==> src/mtrm_map.vh <==
/*
  Constants for the memory type range map: register indices, field
  positions, reset values and memory type encodings.
  Assumes inclusion by bare name from the range map design file.
*/
`ifndef MTRM_MAP_VH
`define MTRM_MAP_VH

// Register indices on the model register port
`define MTRM_IDX_CAP      8'h00
`define MTRM_IDX_DEF      8'h01
`define MTRM_IDX_FIX64K   8'h02
`define MTRM_IDX_FIX16K_A 8'h03
`define MTRM_IDX_FIX16K_B 8'h04
`define MTRM_IDX_FIX4K_0  8'h05
`define MTRM_IDX_FIX4K_7  8'h0C
`define MTRM_FIX_COUNT    11

// Capability fields
`define MTRM_CAP_LOWMEM_BIT 8
`define MTRM_CAP_WC_BIT     10
`define MTRM_CAP_SMM_RANGE_SUPPORT_BIT   11

// Default type control fields
`define MTRM_DEF_LOWMEM_BIT 10
`define MTRM_DEF_GLOBAL_BIT 11
`define MTRM_DEF_RSVD_MASK  64'hFFFFFFFFFFFFF300
`define MTRM_DEF_RESET      64'h0000000000000000
`define MTRM_FIX_RESET      64'h0000000000000000

// Memory type encodings
`define MTRM_TYPE_UC 8'h00
`define MTRM_TYPE_WC 8'h01
`define MTRM_TYPE_WT 8'h04
`define MTRM_TYPE_WP 8'h05
`define MTRM_TYPE_WB 8'h06

// Identification feature flag position
`define MTRM_FEAT_BIT 12

// Top of the low-memory region
`define MTRM_LOWMEM_TOP 20'hFFFFF

`endif

==> src/mtrm_range_map.v <==
/*
  Memory type range map: capability, default type control and the
  eleven low-memory type registers, plus the type lookup path.
  Assumes the core issues model register reads and writes as one-cycle
  strobes on mclk, and that variable range matching is done outside
  and arrives as a hit flag and type on the same clock.
*/
// Function
// RULE1 - Up to 96 typed ranges in total
// RULE2 - Reset disables all ranges, memory uncacheable
// RULE3 - Type codes 00,01,04,05,06 in bytes
// RULE4 - Reserved type code write faults
// RULE5 - Feature flag bit 12 reports support
// RULE6 - Capability read-only; write faults
// RULE7 - Capability bits 7:0 give variable count
// RULE8 - Capability bit 8 shows low-memory registers
// RULE9 - Capability bit 10 shows write-combining
// RULE10 - Capability bit 11 shows SMM range pair
// RULE11 - Default field types unmapped addresses
// RULE12 - Default type only 0,1,4,5,6 else fault
// RULE13 - Default bit 10 enables low-memory ranges
// RULE14 - Low-memory type beats variable type
// RULE15 - Variable ranges apply when low-memory off
// RULE16 - Global bit clear makes all uncacheable
// RULE17 - Low-memory enable needs global enable
// RULE18 - Nonzero reserved default bits fault
// RULE19 - Eleven 64-bit registers, eight type bytes
// RULE20 - First register: eight 64K sub-ranges
// RULE21 - Two registers: sixteen 16K sub-ranges
// RULE22 - Eight registers: sixty-four 4K sub-ranges
// RULE23 - Lowest sub-range in bits 7:0
// RULE24 - Lookup: low-memory, variable, then default
`include "mtrm_map.vh"
`timescale 1ns/1ps
`default_nettype none

module mtrm_range_map #(
  parameter       ADDR_W      = 36, // Physical address width
  parameter [7:0] VAR_COUNT   = 8'h08, // Variable ranges implemented
  parameter       LOWMEM_IMPL = 1,  // Low-memory registers present
  parameter       WC_IMPL     = 1,  // Write-combining supported
  parameter       SMM_RANGE_SUPPORT_IMPL   = 0   // SMM range pair supported
) (
  input  wire              mclk,
  input  wire              srst,
  input  wire [7:0]        reg_index,
  input  wire              reg_rd,
  input  wire              reg_wr,
  input  wire [63:0]       reg_wdata,
  output reg  [63:0]       reg_rdata_q,
  output reg               reg_rvalid_q,
  output reg               protection_fault_q,
  input  wire              lookup_req,
  input  wire [ADDR_W-1:0] lookup_addr,
  input  wire              var_hit,
  input  wire [7:0]        var_type,
  output reg  [7:0]        mem_type_q,
  output reg               mem_type_valid_q,
  output reg  [31:0]       feature_flags_q
);

  // Default type control and low-memory type registers
  reg  [63:0] def_q;
  reg  [63:0] fix_q [0:`MTRM_FIX_COUNT-1];
  integer     i;

  // Decoded accesses
  wire        hit_cap;
  wire        hit_def;
  wire        hit_fix;
  wire [7:0]  fix_off;  // Full-width offset from the first low-memory index
  wire [3:0]  fix_sel;  // Array slot; offsets above 10 never reach it
  wire [63:0] cap_word;
  wire        global_en;
  wire        lowmem_en;
  wire        in_lowmem;
  wire [3:0]  lk_reg;
  wire [2:0]  lk_byte;
  wire [7:0]  lk_type;

  // Legal memory type code
  function type_ok;
    input [7:0] t;
    begin
      case (t)
        `MTRM_TYPE_UC: type_ok = 1'b1; // RULE3
        `MTRM_TYPE_WC: type_ok = 1'b1;
        `MTRM_TYPE_WT: type_ok = 1'b1;
        `MTRM_TYPE_WP: type_ok = 1'b1;
        `MTRM_TYPE_WB: type_ok = 1'b1;
        default:       type_ok = 1'b0; // RULE4
      endcase
    end
  endfunction

  // All eight type bytes of a word legal
  function bytes_ok;
    input [63:0] w;
    integer k;
    begin
      bytes_ok = 1'b1;
      for (k = 0; k < 8; k = k + 1)
      begin
        if (!type_ok(w[k*8 +: 8]))
          bytes_ok = 1'b0; // RULE4
      end
    end
  endfunction

  // Index decode
  assign hit_cap = (reg_index == `MTRM_IDX_CAP);
  assign hit_def = (reg_index == `MTRM_IDX_DEF);
  assign hit_fix = (LOWMEM_IMPL != 0)
                 && (reg_index >= `MTRM_IDX_FIX64K)
                 && (reg_index <= `MTRM_IDX_FIX4K_7);
  // Subtract at full index width, then keep the slot bits on purpose
  assign fix_off = reg_index - `MTRM_IDX_FIX64K;
  assign fix_sel = fix_off[3:0];

  // Capability word, constant from parameters
  assign cap_word = {52'h0,
                     (SMM_RANGE_SUPPORT_IMPL != 0),   // RULE10
                     (WC_IMPL != 0),     // RULE9
                     1'b0,
                     (LOWMEM_IMPL != 0), // RULE8
                     VAR_COUNT};         // RULE7

  // Enables: low-memory counts only under global enable
  assign global_en = def_q[`MTRM_DEF_GLOBAL_BIT]; // RULE16
  assign lowmem_en = global_en
                   && def_q[`MTRM_DEF_LOWMEM_BIT]
                   && (LOWMEM_IMPL != 0); // RULE13 RULE17

  // Low-memory sub-range select by address
  assign in_lowmem = (lookup_addr[ADDR_W-1:20] == 0);
  // 64K blocks below 80000H, 16K up to BFFFFH, 4K above
  assign lk_reg  = !lookup_addr[19] ? 4'h0 : // RULE20
                   !lookup_addr[18] ?
                     {3'b000, lookup_addr[17]} + 4'h1 : // RULE21
                     {1'b0, lookup_addr[17:15]} + 4'h3; // RULE22
  assign lk_byte = !lookup_addr[19] ? lookup_addr[18:16] :
                   !lookup_addr[18] ? lookup_addr[16:14] :
                                      lookup_addr[14:12];
  // Lowest address in lowest byte
  assign lk_type = fix_q[lk_reg][lk_byte*8 +: 8]; // RULE23

  // Register write path and fault detection
  always @(posedge mclk)
  begin
    if (srst)
    begin
      def_q <= `MTRM_DEF_RESET; // RULE2
      for (i = 0; i < `MTRM_FIX_COUNT; i = i + 1)
        fix_q[i] <= `MTRM_FIX_RESET;
      protection_fault_q <= 1'b0;
    end
    else
    begin
      protection_fault_q <= 1'b0;
      if (reg_wr)
      begin
        if (hit_cap)
          protection_fault_q <= 1'b1; // RULE6
        else if (hit_def)
        begin
          // Reserved bits or bad type: refuse and fault
          if ((reg_wdata & `MTRM_DEF_RSVD_MASK) != 64'h0)
            protection_fault_q <= 1'b1; // RULE18
          else if (!type_ok(reg_wdata[7:0]))
            protection_fault_q <= 1'b1; // RULE12
          else if (!WC_IMPL &&
                   reg_wdata[7:0] == `MTRM_TYPE_WC)
            protection_fault_q <= 1'b1;
          else
            def_q <= reg_wdata; // RULE11
        end
        else if (hit_fix)
        begin
          if (!bytes_ok(reg_wdata))
            protection_fault_q <= 1'b1; // RULE4
          else
            fix_q[fix_sel] <= reg_wdata; // RULE19
        end
        else
          protection_fault_q <= 1'b1; // Unmapped index
      end
      else if (reg_rd && !hit_cap && !hit_def && !hit_fix)
        protection_fault_q <= 1'b1; // Unmapped read
    end
  end

  // Read path, one cycle after the strobe
  always @(posedge mclk)
  begin
    if (srst)
    begin
      reg_rdata_q  <= 64'h0;
      reg_rvalid_q <= 1'b0;
    end
    else
    begin
      reg_rvalid_q <= reg_rd && (hit_cap || hit_def || hit_fix);
      if (reg_rd && hit_cap)
        reg_rdata_q <= cap_word; // RULE6
      else if (reg_rd && hit_def)
        reg_rdata_q <= def_q;
      else if (reg_rd && hit_fix)
        reg_rdata_q <= fix_q[fix_sel];
      else if (reg_rd)
        reg_rdata_q <= 64'h0;
    end
  end

  // Type lookup; 88 low-memory plus the variable ranges
  always @(posedge mclk)
  begin
    if (srst)
    begin
      mem_type_q       <= `MTRM_TYPE_UC;
      mem_type_valid_q <= 1'b0;
    end
    else
    begin
      mem_type_valid_q <= lookup_req;
      if (lookup_req)
      begin
        if (!global_en)
          mem_type_q <= `MTRM_TYPE_UC; // RULE16
        else if (lowmem_en && in_lowmem)
          mem_type_q <= lk_type; // RULE14 RULE24
        else if (var_hit)
          mem_type_q <= var_type; // RULE15 RULE1
        else
          mem_type_q <= def_q[7:0]; // RULE11
      end
    end
  end

  // Identification flag; constant, held in a flop
  always @(posedge mclk)
  begin
    if (srst)
      feature_flags_q <= 32'h0;
    else
      feature_flags_q <= 32'h1 << `MTRM_FEAT_BIT; // RULE5
  end

endmodule

`default_nettype wire

==> config.mk <==
export PLATFORM = sky130hd
export DESIGN_NAME = mtrm_range_map
export DESIGN_NICKNAME = d
export VERILOG_FILES = /design/src/mtrm_range_map.v
export VERILOG_INCLUDE_DIRS = /design/src
export SDC_FILE = /design/constraint.sdc
export NUM_CORES = 2
export LEC_CHECK = 0
export BUFFER_PORTS_ARGS = -buffer_cell sky130_fd_sc_hd__buf_2
export CAP_MARGIN = 20
export CORE_ASPECT_RATIO = 1.1
export CORE_UTILIZATION = 23
export CTS_CLUSTER_DIAMETER = 40
export DETAILED_ROUTE_END_ITERATION = 6
export REMOVE_ABC_BUFFERS = 1
export SLEW_MARGIN = 10
export SYNTH_ARGS = -nofsm -noshare
export SYNTH_HDL_FRONTEND = slang
export SYNTH_SLANG_ARGS = --single-unit
==> constraint.sdc <==
create_clock -name mclk -period 12.9 [get_ports mclk]
set_input_delay 3.225 -clock mclk [delete_from_list [all_inputs] [get_ports mclk]]
set_output_delay 3.225 -clock mclk [all_outputs]
set_load 0.02 [all_outputs]
# Word level (Yosys, flattened, before mapping)
# Memories as Yosys holds them, arrays and structs flattened.
# Cells that the tools add are included.
classes:
  shifts: 1
  reduce_logical: 39
  n_bitwise: 2
  n_addsub: 3
  n_eq_ne: 33
  magnitude_cmp: 2
  mux: 98
op_table:
  columns: ["op", "n"]
  rows:
  - ["64-bit two-way mux", 4]
  - ["8-bit by 3-bit == test with 1-bit output, second input constant", 24]
  - ["1-bit two-way mux", 84]
  - ["8-bit by 1-bit == test with 1-bit output, second input constant", 9]
  - ["8-bit logical NOT", 9]
  - ["64-bit nonzero test", 1]
  - ["64-bit OR reduction", 1]
  - ["64-bit by 7-bit indexed part select with 8-bit output", 1]
  - ["5-bit OR reduction", 8]
  - ["8-bit two-way mux", 3]
  - ["16-bit logical NOT", 1]
  - ["13-bit two-way mux", 1]
  - ["4-bit two-way mux", 3]
  - ["11-bit two-way mux", 1]
  - ["1-bit logical AND", 10]
  - ["8-bit by 2-bit >= comparator with 1-bit output, second input constant", 1]
  - ["8-bit by 4-bit <= comparator with 1-bit output, second input constant", 1]
  - ["3-bit two-way mux", 2]
  - ["5-bit AND reduction", 1]
  - ["3-bit by 2-bit adder with 4-bit output, second input constant", 1]
  - ["4-bit nonzero test", 1]
  - ["4-bit by 2-bit subtractor with 4-bit output, second input constant", 1]
  - ["1-bit logical NOT", 3]
  - ["3-bit nonzero test", 1]
  - ["4 further kinds", 6]
totals:
  output_inout_bits: 107
  regBits: 171
  n_memories: 1
  inputBits: 122
  word_cells: 187
  mem_bits_rw: 704
mem_list:
  columns: ["name", "words", "word_bits", "read_ports", "rd_ports_with_merged_regs", "write_ports", "line_no", "text"]
  rows:
  - ["fix_q", 11, 64, 2, 0, 11, "mtrm_range_map.v:64", "reg [63:0] fix_q [0:`MTRM_FIX_COUNT-1];"]

# Longest topological paths before layout
depth:
  word_depth: 30
  depth_mapped: 16
  ltp_nobuf: 10

# Worst setup path after synthesis
# OpenSTA, ideal clock, no wires.
synth_path:
  path_type: "input port to flip-flop"
  startpoint: "in reg_index[1]"
  endpoint: "mem fix_q[9][0] (enable)"
  t_arrival_ns: 10.382
  setup_slack_ns: 1.934
  path_buffers: 8
  setup_time_ns: 0.584
  path_stages: 12
  path_cell_list: "clkbuf_1 > buf_2 > buf_2 > buf_2 > inv_1 > ha_1 > clkbuf_1 > buf_2 > buf_1 > buf_1 > nand2_1 > a21boi_0"
synth_rtl:
  columns: ["item", "line_no", "text"]
  rows:
  - ["start, declared", "mtrm_range_map.v:46", "input wire [7:0] reg_index,"]
  - ["end, declared", "mtrm_range_map.v:64", null]

==> impl_metrics.env <==
export IMPL_cts_made_buffers=139
export IMPL_top_layer_used="met5"
export IMPL_internal_power_mw=7.063
export IMPL_grt_max_degree=98
export IMPL_ys_seq_elements=1164
export IMPL_synthCells=3942
export IMPL_dr_pass1_iters=7
export IMPL_core_area_um2=236100
export IMPL_die_w_um=466.9
export IMPL_fin_skew_ps=32.52
export IMPL_grt_pass1_wl_mm=272.7
export IMPL_async_reset_ff_frac=0
export IMPL_total_leakage_power_nw=22.83
export IMPL_powerDensity_nw_per_um2=142.7
export IMPL_clockPowerShare=0.438
export IMPL_synth_edf_count=960
export IMPL_yosysUniqueCellTypes=70
export IMPL_fp_dieArea_um2=239700
export IMPL_min_period_ps=8080
export IMPL_drv_slew=0
export IMPL_start_util=0.2316
export IMPL_seq_power_share=0.458
export IMPL_final_antenna_net_count=0
export IMPL_clk_latency_ps=780
export IMPL_clock_sinks=1164
export IMPL_fillCellCount=23810
export IMPL_synth_avg_cell_area_um2=13.87
export IMPL_met1_length_mm=66.43
export IMPL_drc=1
export IMPL_post_cts_resized=0
export IMPL_dp_slack_ps=4091
export IMPL_ff_latch_area_um2=32910
export IMPL_hold_start="def_q[34]"
export IMPL_drive_above_1_share=0.2006
export IMPL_syn_cell_area_um2=54670
export IMPL_min_to="reg_rdata_q[34]"
export IMPL_vias=37570
export IMPL_yosys_area_top_type="edfxtp_1"
export IMPL_grt_pass1_vias=37910
export IMPL_tritoncts="yes"
export IMPL_clkTransAtPathRegs_ps=60
export IMPL_pin_count=229
export IMPL_setup_tns_ps=0
export IMPL_worstRegToRegCells=6
export IMPL_violations="DRC"
export IMPL_cts_max_path_buffers=3
export IMPL_hold_ws_ps=474.1
export IMPL_p_sw_frac=0.2483
export IMPL_post_drt_via_cell_ratio=4.778
export IMPL_slew_headroom=0.2240
export IMPL_worst_r2r_startpoint="def_q[11]"
export IMPL_rows=187
export IMPL_gp_congestion=0.8714
export IMPL_met3_wirelength_mm=17.27
export IMPL_required_ps=13290
export IMPL_setup_viol=0
export IMPL_crit_type="in2reg"
export IMPL_wl_mm=193.6
export IMPL_drv_cap=0
export IMPL_ys_warn_count=0
export IMPL_antenna_found_initial=16
export IMPL_area_delta_synth_final_pct=20.44
export IMPL_dr_wl_met2_mm=95.76
export IMPL_nets=4749
export IMPL_min_path_type="reg2reg"
export IMPL_min_path_cells=2
export IMPL_ys_flop_type="edfxtp_1"
export IMPL_rsz0062_at_grt="no"
export IMPL_final_setup_worst_slack_ps=4820
export IMPL_cts_max_level=4
export IMPL_crit_arrival_ps=8470
export IMPL_post_cts_buffers=0
export IMPL_irDropWorstVdd_uv=82.72
export IMPL_grt_overflow=0
export IMPL_cp_start_kind="input port"
export IMPL_hold_buffers=0
export IMPL_worst_pin_slew_ps=1160
export IMPL_switching_power_mw=2.333
export IMPL_track_usage=0.1579
export IMPL_post_route_period_util=0.6264
export IMPL_finalPower_mw=9.396
export IMPL_max_freq_mhz=123.8
export IMPL_dieHeight_um=513.4
export IMPL_synth_top_area_share=0.5273
export IMPL_r2r_setup_slack_ps=9050
export IMPL_status="finished, violations left"
export IMPL_ys_seq_area_frac=0.6020
export IMPL_cp_end_kind="register"
export IMPL_synthTopCellsByArea="edfxtp_1, mux4_2, dfxtp_1, nand2_1, nor2_1"
export IMPL_multi_input_comb_area_um2=22430
export IMPL_crit_path_max_fanout=66
export IMPL_cts_root_buf="clkbuf_16"
export IMPL_portBuffers=185
export IMPL_drt_iter0_markers=3875
export IMPL_routedWlPerCell_um=24.62
export IMPL_p_comb_frac=0.105
export IMPL_r2r_end="mem_type_q[6]"
export IMPL_finalHoldViolCount=0
export IMPL_dp_hpwl_mm=117.2
## logic make-up after synthesis
kind of cell,after synthesis,synth area share
simple gates,1337,0.1089
flops,1164,0.6020
compound gates,562,0.07039
mux,473,0.1813
buf+inv,398,0.03604
xor+xnor,4,0.0006409
fa+ha+maj,3,0.0006866
other cells,1,0.00006859
## power by group through the flow
stage	registers [mW]	logic, mW	clock network [mW]
after floorplan	4.37	0.588	0
after global placement	4.36	0.970	0
after detailed placement	4.38	0.975	0
after CTS	4.30	0.977	4.16
after global routing	4.31	1.04	4.30
final	4.30	0.985	4.11
## cell type report
class / instances / share of cell area
Clock inverter: 73 / 0.01421
Sequential cell: 1164 / 0.4998
Antenna cell: 5 / 0.0001900
Tap cell: 3118 / 0.05924
Clock buffer: 184 / 0.05856
Multi-Input combinational cell: 3010 / 0.3406
Timing Repair Buffer: 274 / 0.02537
Inverter: 35 / 0.002033
## registers in the layout (all words and copies together), names as in the netlist
| register | cells |
|---|---|
| fix_q | 1024 |
| def_q | 64 |
| reg_rdata_q | 64 |
| mem_type_q | 8 |
| feature_flags_q | 1 |
| mem_type_valid_q | 1 |
| protection_fault_q | 1 |
| reg_rvalid_q | 1 |
## layout by cell type, fill, tap and decap left out, types with 47 or more instances in the layout
master / count
edfxtp_1: 960
conb_1: 631
nand2_1: 535
mux4_2: 397
nor2_1: 381
dfxtp_1: 204
buf_2: 182
a21oi_1: 165
clkbuf_16: 146
and3_1: 126
nand3_1: 106
buf_4: 85
nand2b_1: 76
a311oi_1: 71
a22oi_1: 64
o21ai_0: 56
mux2i_1: 54
a221oi_1: 47
## worst max path at each step
stage	from	endpoint	slack, ps	cells past startpoint
after global placement	reg_index[1]	fix_q[7][14]	4170	14
after floorplan	reg_index[1]	fix_q[9][0]	-1410	5
final	reg_index[1]	fix_q[7][14]	4820	14
after global routing	reg_index[0]	reg_rdata_q[16]	4720	9
after detailed placement	reg_index[1]	fix_q[7][14]	4090	14
after CTS	reg_index[1]	fix_q[7][30]	4930	14
## stage by stage
stage          instance area (um^2)  instances    util
4_1_cts                       65830       7857  0.2788
2_1_floorplan                 55200       4209       -
3_5_place_dp                  61040       7600  0.2586
3_3_place_gp                  61040       7600  0.2586
6_report                      65850       7863  0.2789
5_1_grt                       65850       7861  0.2789
## synthesized netlist by cell type (16+ instances only)
cell       instances
a21oi_1          166
a221oi_1          47
a22oi_1           64
a311oi_1          71
a31oi_1           43
a32oi_1           21
and3_1           127
buf_1             50
buf_2             94
buf_4             55
clkbuf_1         147
dfxtp_1          204
edfxtp_1         960
inv_1             33
mux2i_1           55
mux4_2           397
nand2_1          546
nand2b_1          76
nand3_1          108
nor2_1           385
nor3_1            26
nor4_1            17
o2111ai_1         16
o211ai_1          24
o21ai_0           56
## layer usage
metal	up-vias	global-route usage
li1	16060	-
met1	18940	0.1757
met2	2047	0.2699
met3	517	0.03420
met4	6	0.1052
met5	-	0
## critical path: stages
cell and delay [ps]:
buf_8 240, inv_1 310, ha_1 190, nand2b_1 50, a31o_1 240, or2_4 230
buf_4 400, nor4_4 320, buf_4 490, nand2_1 130, nor2_2 250, nand2_2 660
nand2_4 720, buf_4 870
(Power assumes the default switching activity.)
